[src/rtl/err_inj_pkg.sv]
// shared constants for the frame error injector
package err_inj_pkg;
	localparam int          DOM_BITS   = 6;     // forced dominant run length in bit times
	localparam int          POS_W      = 10;    // bit position width, covers longest fd frame
	localparam int          ID_W       = 29;    // extended identifier width
	localparam int          RUN_W      = 3;     // width of the dominant run counter
	localparam logic [9:0]  POS_RESET  = 10'h000;
	localparam logic [28:0] ID_RESET   = 29'h00000000;
	localparam logic [2:0]  RUN_LEN    = 3'h6;
	localparam logic [2:0]  RUN_RESET  = 3'h0;
	localparam logic [9:0]  POS_MAX    = 10'h3FF;
	typedef enum logic [1:0] {REP_OFF, REP_SKIP, REP_CORRUPT} rep_state_t;
endpackage

[src/rtl/force_if.sv]
// carrier between the injector control and the dominant run driver
`timescale 1ns/10ps
interface force_if;
	logic bit_tick;
	logic start;
	logic abort;
	logic forcing;
	modport ctrl  (output bit_tick, output start, output abort, input forcing);
	modport drive (input bit_tick, input start, input abort, output forcing);
endinterface

[src/rtl/dominant_run.sv]
// driver that holds the bus dominant for a fixed number of bit times
`timescale 1ns/10ps
module dominant_run
	import err_inj_pkg::*;
(
	input wire logic core_clk,
	input wire logic arst_n,
	force_if.drive   fi
);
	logic             forcing;
	logic             next_forcing;
	logic [RUN_W-1:0] left;
	logic [RUN_W-1:0] next_left;

	// ------------------------------------------------------------
	// run counter
	// ------------------------------------------------------------
	always_comb begin
		next_forcing = forcing;
		next_left    = left;
		if (fi.abort) begin
			next_forcing = 1'b0;
			next_left    = RUN_RESET;
		end else if (fi.start) begin
			// the start tick opens the first forced bit
			next_forcing = 1'b1;
			next_left    = RUN_LEN;
		end else if (forcing && fi.bit_tick) begin
			// each tick closes one forced bit, so the run follows the live bit rate
			next_left = left - 3'h1;
			if (left == 3'h1) begin
				next_forcing = 1'b0;
			end
		end
	end

	always_ff @(posedge core_clk or negedge arst_n) begin
		if (!arst_n) begin
			forcing <= 1'b0;
			left    <= RUN_RESET;
		end else begin
			forcing <= next_forcing;
			left    <= next_left;
		end
	end

	assign fi.forcing = forcing;

	logic [RUN_W:0] ticks_seen;
	always_ff @(posedge core_clk or negedge arst_n) begin
		if (!arst_n) begin
			ticks_seen <= 4'h0;
		end else if (fi.start) begin
			ticks_seen <= 4'h0;
		end else if (forcing && fi.bit_tick) begin
			ticks_seen <= ticks_seen + 4'h1;
		end
	end
endmodule // dominant_run

[src/rtl/frame_error_injector.sv]
// frame error injector: one-shot and identifier-based repeated frame corruption
// Function
// - a fired injection drives six dominant bits in a row, breaking bit stuffing
// - two modes: one-shot once armed, and repeated tied to one identifier
// - one-shot hits only the first frame starting after arming
// - injection position must lie after the identifier, otherwise nothing fires
// - bit positions count every bus bit including stuff bits
// - frames are hit whether this node receives or transmits them
// - repeated mode only looks at frames with the configured identifier
// - repeated mode lets the skip count of matching frames pass first
// - repeated mode then corrupts corrupt_count matching frames, counted apart
// - apply starts repeated mode, disable stops all corruption at once
`timescale 1ns/10ps
module frame_error_injector
	import err_inj_pkg::*;
#(
	parameter int CNT_W = 8
) (
	input  wire logic             core_clk,
	input  wire logic             arst_n,
	input  wire logic             bit_tick,
	input  wire logic             frame_start,
	input  wire logic             frame_end,
	input  wire logic             id_done,
	input  wire logic [ID_W-1:0]  rx_id,
	input  wire logic             rx_ext,
	input  wire logic [POS_W-1:0] one_shot_pos,
	input  wire logic             fire_one_shot,
	input  wire logic [ID_W-1:0]  rep_id,
	input  wire logic             rep_ext,
	input  wire logic [POS_W-1:0] rep_pos,
	input  wire logic [CNT_W-1:0] skip_count,
	input  wire logic [CNT_W-1:0] corrupt_count,
	input  wire logic             apply,
	input  wire logic             disable_inj,
	output logic                  force_dominant,
	output logic                  one_shot_armed,
	output logic                  rep_active,
	output logic                  pos_rejected
);
	function automatic logic [POS_W-1:0] inc_sat(input logic [POS_W-1:0] v);
		return (v == POS_MAX) ? v : v + 10'h001;
	endfunction

	// ------------------------------------------------------------
	// frame bit tracking
	// ------------------------------------------------------------
	logic             in_frame,   next_in_frame;
	logic [POS_W-1:0] bit_cnt,    next_bit_cnt;
	logic             id_seen,    next_id_seen;
	logic [POS_W-1:0] id_end_pos, next_id_end_pos;

	always_comb begin
		next_in_frame   = in_frame;
		next_bit_cnt    = bit_cnt;
		next_id_seen    = id_seen;
		next_id_end_pos = id_end_pos;
		if (frame_start) begin
			// start of frame bit is position zero
			next_in_frame = 1'b1;
			next_bit_cnt  = POS_RESET;
			next_id_seen  = 1'b0;
		end else if (frame_end) begin
			next_in_frame = 1'b0;
		end else if (in_frame && bit_tick) begin
			// every tick is a bus bit, stuff bits included
			next_bit_cnt = inc_sat(bit_cnt);
		end
		if (in_frame && id_done) begin
			next_id_seen    = 1'b1;
			next_id_end_pos = bit_cnt;
		end
	end

	always_ff @(posedge core_clk or negedge arst_n) begin
		if (!arst_n) begin
			in_frame   <= 1'b0;
			bit_cnt    <= POS_RESET;
			id_seen    <= 1'b0;
			id_end_pos <= POS_RESET;
		end else begin
			in_frame   <= next_in_frame;
			bit_cnt    <= next_bit_cnt;
			id_seen    <= next_id_seen;
			id_end_pos <= next_id_end_pos;
		end
	end

	// ------------------------------------------------------------
	// one-shot and repeated mode control
	// ------------------------------------------------------------
	rep_state_t       rep_state,   next_rep_state;
	logic             os_target,   next_os_target;
	logic             rep_target,  next_rep_target;
	logic             os_armed,    next_os_armed;
	logic [POS_W-1:0] os_pos,      next_os_pos;
	logic [ID_W-1:0]  cfg_id,      next_cfg_id;
	logic             cfg_ext,     next_cfg_ext;
	logic [POS_W-1:0] cfg_pos,     next_cfg_pos;
	logic [CNT_W-1:0] cfg_skip,    next_cfg_skip;
	logic [CNT_W-1:0] cfg_corrupt, next_cfg_corrupt;
	logic [CNT_W-1:0] skip_left,   next_skip_left;
	logic [CNT_W-1:0] corr_left,   next_corr_left;
	logic             rejected,    next_rejected;
	logic             id_match;
	logic             fire;
	logic [POS_W-1:0] aim_pos;

	assign id_match = in_frame && id_done && rep_state != REP_OFF
		&& rx_id == cfg_id && rx_ext == cfg_ext;
	// a one-shot target wins if both modes aim at the same frame
	assign aim_pos  = os_target ? os_pos : cfg_pos;
	assign fire     = in_frame && bit_tick && (os_target || rep_target) && id_seen
		&& inc_sat(bit_cnt) == aim_pos && aim_pos > id_end_pos && !disable_inj;

	always_comb begin
		next_rep_state   = rep_state;
		next_os_target   = os_target;
		next_rep_target  = rep_target;
		next_os_armed    = os_armed;
		next_os_pos      = os_pos;
		next_cfg_id      = cfg_id;
		next_cfg_ext     = cfg_ext;
		next_cfg_pos     = cfg_pos;
		next_cfg_skip    = cfg_skip;
		next_cfg_corrupt = cfg_corrupt;
		next_skip_left   = skip_left;
		next_corr_left   = corr_left;
		next_rejected    = rejected;
		if (fire_one_shot || apply) begin
			next_rejected = 1'b0;
		end
		if (fire_one_shot) begin
			next_os_armed = 1'b1;
			next_os_pos   = one_shot_pos;
		end
		if (frame_start && os_armed) begin
			// no frame direction is checked, own transmissions are hit too
			next_os_target = 1'b1;
			next_os_armed  = fire_one_shot;
		end
		if (apply) begin
			next_cfg_id      = rep_id;
			next_cfg_ext     = rep_ext;
			next_cfg_pos     = rep_pos;
			next_cfg_skip    = skip_count;
			next_cfg_corrupt = corrupt_count;
			next_skip_left   = skip_count;
			next_corr_left   = corrupt_count;
			next_rep_state   = (skip_count != '0) ? REP_SKIP : REP_CORRUPT;
		end else if (id_match) begin
			unique case (rep_state)
				REP_SKIP: begin
					next_skip_left = skip_left - CNT_W'(1);
					if (skip_left == CNT_W'(1)) begin
						next_rep_state = REP_CORRUPT;
					end
				end
				REP_CORRUPT: begin
					next_rep_target = corr_left != '0;
					next_corr_left  = corr_left - CNT_W'(1);
					if (corr_left <= CNT_W'(1)) begin
						next_skip_left = cfg_skip;
						next_corr_left = cfg_corrupt;
						next_rep_state = (cfg_skip != '0) ? REP_SKIP : REP_CORRUPT;
					end
				end
				REP_OFF: begin
				end
			endcase
		end
		if (in_frame && id_done && (os_target || next_rep_target)
				&& aim_pos <= bit_cnt) begin
			next_rejected = 1'b1;
		end
		if (fire || frame_end) begin
			next_os_target  = 1'b0;
			next_rep_target = 1'b0;
		end
		if (disable_inj) begin
			next_rep_state  = REP_OFF;
			next_os_target  = 1'b0;
			next_rep_target = 1'b0;
			next_os_armed   = 1'b0;
		end
	end

	always_ff @(posedge core_clk or negedge arst_n) begin
		if (!arst_n) begin
			rep_state   <= REP_OFF;
			os_target   <= 1'b0;
			rep_target  <= 1'b0;
			os_armed    <= 1'b0;
			os_pos      <= POS_RESET;
			cfg_id      <= ID_RESET;
			cfg_ext     <= 1'b0;
			cfg_pos     <= POS_RESET;
			cfg_skip    <= '0;
			cfg_corrupt <= '0;
			skip_left   <= '0;
			corr_left   <= '0;
			rejected    <= 1'b0;
		end else begin
			rep_state   <= next_rep_state;
			os_target   <= next_os_target;
			rep_target  <= next_rep_target;
			os_armed    <= next_os_armed;
			os_pos      <= next_os_pos;
			cfg_id      <= next_cfg_id;
			cfg_ext     <= next_cfg_ext;
			cfg_pos     <= next_cfg_pos;
			cfg_skip    <= next_cfg_skip;
			cfg_corrupt <= next_cfg_corrupt;
			skip_left   <= next_skip_left;
			corr_left   <= next_corr_left;
			rejected    <= next_rejected;
		end
	end

	// ------------------------------------------------------------
	// dominant run driver
	// ------------------------------------------------------------
	force_if fi ();
	assign fi.bit_tick = bit_tick;
	assign fi.start    = fire;
	assign fi.abort    = disable_inj;

	dominant_run u_run (
		.core_clk (core_clk),
		.arst_n   (arst_n),
		.fi       (fi)
	);

	// the six dominant bits are what other nodes must report as a bus error
	assign force_dominant = fi.forcing;
	assign one_shot_armed = os_armed;
	assign rep_active     = rep_state != REP_OFF;
	assign pos_rejected   = rejected;
endmodule // frame_error_injector

[config.mk]
export PLATFORM = sky130hd
export DESIGN_NAME = frame_error_injector
export DESIGN_NICKNAME = d
export VERILOG_FILES = /design/src/rtl/err_inj_pkg.sv /design/src/rtl/force_if.sv /design/src/rtl/dominant_run.sv /design/src/rtl/frame_error_injector.sv
export SDC_FILE = /design/constraint.sdc
export NUM_CORES = 1
export LEC_CHECK = 0
export BUFFER_PORTS_ARGS = -buffer_cell sky130_fd_sc_hd__clkbuf_2
export CAP_MARGIN = 10
export CORE_MARGIN = 10
export CORE_UTILIZATION = 35
export CTS_BUF_LIST = sky130_fd_sc_hd__clkbuf_8
export DETAILED_ROUTE_END_ITERATION = 8
export PLACE_DENSITY = 0.62
export SYNTH_ARGS = -nofsm -noshare
export SYNTH_HDL_FRONTEND = slang
export SYNTH_HIERARCHICAL = 1
export SYNTH_SLANG_ARGS = --single-unit
[constraint.sdc]
create_clock -name core_clk -period 5.9 [get_ports core_clk]
set_input_delay 1.475 -clock core_clk [delete_from_list [all_inputs] [get_ports core_clk]]
set_output_delay 1.475 -clock core_clk [all_outputs]
set_load 0.01 [all_outputs]
==> results.md <==
- Area Growth Syn to Fin: 18.16%
- Die H: 156.4 um
- RSZ-0062 raised after global routing: false
- Dpl cell area: 7239 um2
- All-layer global routing usage: 0.1313
- Slew Limit Fails: 0
- Final setup fails: 0
- Top cell type's share of synthesized area: 0.4382
- # H-tree levels: 4
- Vias per inst: approximately 5.1
- Die area: 24450 um2
- CP max FO: 16
- Largest net degree at the start of global routing: a little under 80
- GR Overflow Total: 0
- Sequential area share after synthesis: 0.4382
- Starting density of the core: 0.3587
- Cts bufs inserted: 17
- Main combinational cell family by area after synthesis: multiplexers
- Max Clock Freq: about 0.3 GHz
- Final Util: 0.4239
- Worst Hold Class: flip-flop to flip-flop
- Post-Layout Inst Area: just under 8000 um2
- Initial drt markers: approximately 310
- Max_cap viols: 0
- First-pass GRT wire length: 25.53 mm
- DRC viols: 0
- Setup crit end kind: flip-flop
- Fin nets: 870
- FP Rows: 49
- Reg2reg path depth: 9
- TritonCTS clock tree: done
- Synth Net Count: 767
- Synth Area in Adders: 0.05766
- Peak VDD IR: approximately 150 uV
- Period utilisation layout: 0.5785
- Main synth FF type: dfrtp_1
- Worst-Margin Slew: 1.133 ns
- Final wirelength: 15.65 mm
- CTS resizes: 0
- Crit Path Category: flip-flop to flip-flop
- Clock root buffer master: clkbuf_8
- Worst skew pair latency: 0.45 ns
- Final Hold Viols: 0
- Pre-Repair DR Iteration Count: 7
- Post-Synth Simple-Gate Area: 0.1176
- Boundary Pins: 109
- Cells after Synth: 632
- Synth Area in Compound Gates: 0.1232
- Required time of the critical path: about 6.3 ns
- Worst slack at placement: 2.165 ns
- Slew HR: 0.2411
- Netlist cell types: 63
- Biggest area consumer among synthesized cells: dfrtp_1
- Static Leak: 3.492 nW
- Placer Congestion: 0.8502
- N_diodes: 0
- Vias in the first global route: ~5000
- Post-synth EDFFs: 0
- Top cells by area, synth: dfrtp_1 44%, mux2_2 11%, ha_1 5.8%, o21ai_0 4.5%, xnor2_1 3.8%
- Clk slew on worst S/H paths: 0.07 ns
- # hold bufs at CTS: 0
- Syn Area/Cell: between 10 and 15 um2
- Dpl hpwl: 11.72 mm
- Critical path data arrival time: 3.80 ns
- Max clock buf depth: 2
- Min cycle time layout: 3.413 ns
- Routed Antenna Nets: 0
- Setup WS post-layout: 2.487 ns
- Max Clock Skew: 0.01150 ns
- CTS sink cnt: 114
- Fraction of layout cells with a size suffix above 1: 0.2901
- DIE WIDTH: between 150 and 200 um
- Status: complete, no violations
- Initial antenna violation count: 0
- IO Port Bufs: between 100 and 150
- Post CTS Setup Buffer Count: 0
- Area of the mapped netlist: 6510 um2
- Yosys synthesis warning count: 6
- Post-synthesis mux area share: 0.1445
- Core area: 18150 um2
- Setup tns final: 0 ns
- Asr flop ratio synth: 1.000
- Post-Synth XOR/XNOR Area: 0.07073
- Wire length per cell: 16.02 um
- Startpoint types: flip-flop
- Vias: ~5000
- Register bit total from synthesis: 114
- Hold path depth: 2
- Pwr/cell area: 268.5 nW/um2
[metal layers]
metal,share of wire,wire length [um],global-route usage
met5,0,0,0
met4,0.019,300,0.04629
met3,0.048,746,0.03865
met2,0.50,7765,0.2211
met1,0.44,6837,0.1564
[worst max-delay path, stage by stage (launching register included)]
cell	delay [ns]
dfrtp_1	0.81
mux2i_1	0.44
inv_1	0.18
ha_1	0.33
a21o_1	0.17
a21o_1	0.17
a221o_1	0.35
a221oi_1	0.55
o311ai_0	0.25
nand2_1	0.10
[per-stage QoR]
| step | hold slack [ns] | power, mW | cells |
|---|---|---|---|
| floorplan | 0.4498 | 1.127 | 632 |
| detailed placement | 0.4699 | 1.239 | 945 |
| CTS | 0.4832 | 2.096 | 977 |
| finish | 0.4747 | 2.066 | 977 |
| global placement | 0.4644 | 1.233 | 945 |
| global route | 0.5006 | 2.172 | 977 |
[synthesized netlist by cell type, drive strengths merged (4+ instances only)]
master    n
a211oi    4
a21o     11
a21oi    24
a31oi     9
buf      15
clkbuf   11
dfrtp   114
ha       30
inv      51
mux2     68
mux2i    16
nand2    46
nand3    13
nand4     8
nor2     28
nor2b     6
nor3      8
nor4     13
o21ai    60
xnor2    28
xor2     22
[registers in the layout, summed over array words and instances, names as in the netlist]
register and flops:
u_run/fi.forcing 1, rep_target 1, u_run/left 3, cfg_id 29
os_pos 10, cfg_pos 10, rep_state 2, cfg_corrupt 8
cfg_ext 1, skip_left 8, pos_rejected 1, id_seen 1
cfg_skip 8, id_end_pos 10, corr_left 8, os_target 1
in_frame 1, one_shot_armed 1, bit_cnt 10
[placed cells by master, fill, tap and decap left out, types with 3 or more instances in the layout]
master / synthesis / routed
inv_1: 50 / 54
dfrtp_1: 114 / 114
and4_1: 3 / 3
nor4_1: 10 / 10
a21oi_1: 23 / 23
mux2i_1: 16 / 16
xnor2_1: 28 / 28
a221oi_1: 3 / 3
nand2_1: 45 / 45
nand3_1: 13 / 13
a21o_1: 11 / 11
ha_1: 30 / 30
xor2_1: 22 / 22
nor2b_1: 6 / 6
a31oi_1: 9 / 9
clkbuf_2: 0 / 106
bufinv_16: 0 / 5
a211oi_1: 3 / 3
nor2_1: 28 / 28
nand4_1: 7 / 7
mux2_4: 4 / 4
o21ai_0: 58 / 58
nand3b_1: 3 / 3
or3_1: 3 / 3
buf_4: 3 / 4
mux2_2: 63 / 63
clkbuf_8: 0 / 19
nor3_1: 8 / 8
[where the power goes]
| part | switching [mW] | leakage (nW) | total, mW | internal, mW |
|---|---|---|---|---|
| Clock | 0.325 | 0.241 | 0.843 | 0.519 |
| Sequential | 0.0560 | 1.41 | 0.903 | 0.847 |
| Combinational | 0.155 | 1.84 | 0.320 | 0.164 |
| Total | 0.536 | 3.49 | 2.07 | 1.53 |
[cell type report]
class | count | area (um2)
fill | 1808 | 10460
multi-input combinational | 440 | 3344
sequential | 114 | 2853
timing repair buffer | 110 | 560.5
tap | 229 | 286.5
clock buffer | 19 | 261.5
inverter | 52 | 195.2
clock inverter | 13 | 191.4
[worst paths after layout]
kind / from / endpoint / slack (ns)
min reg2reg: id_end_pos[7] / id_end_pos[7] / 0.47
min in group asynchronous: arst_n / os_pos[5] / 1.16
max reg2reg: os_target / pos_rejected / 2.49
max: os_target / pos_rejected / 2.49
min: id_end_pos[7] / id_end_pos[7] / 0.47
max in group asynchronous: arst_n / cfg_skip[2] / 3.68
[logic make-up (layout without fill, tap and decap cells)]
group | after synthesis | after routing
compound gates | 131 | 131
flops | 114 | 114
fa+ha+maj | 30 | 30
xor+xnor | 51 | 51
mux | 84 | 84
simple gates | 144 | 144
buf+inv | 78 | 194
Power figures use the tool's default switching activity.
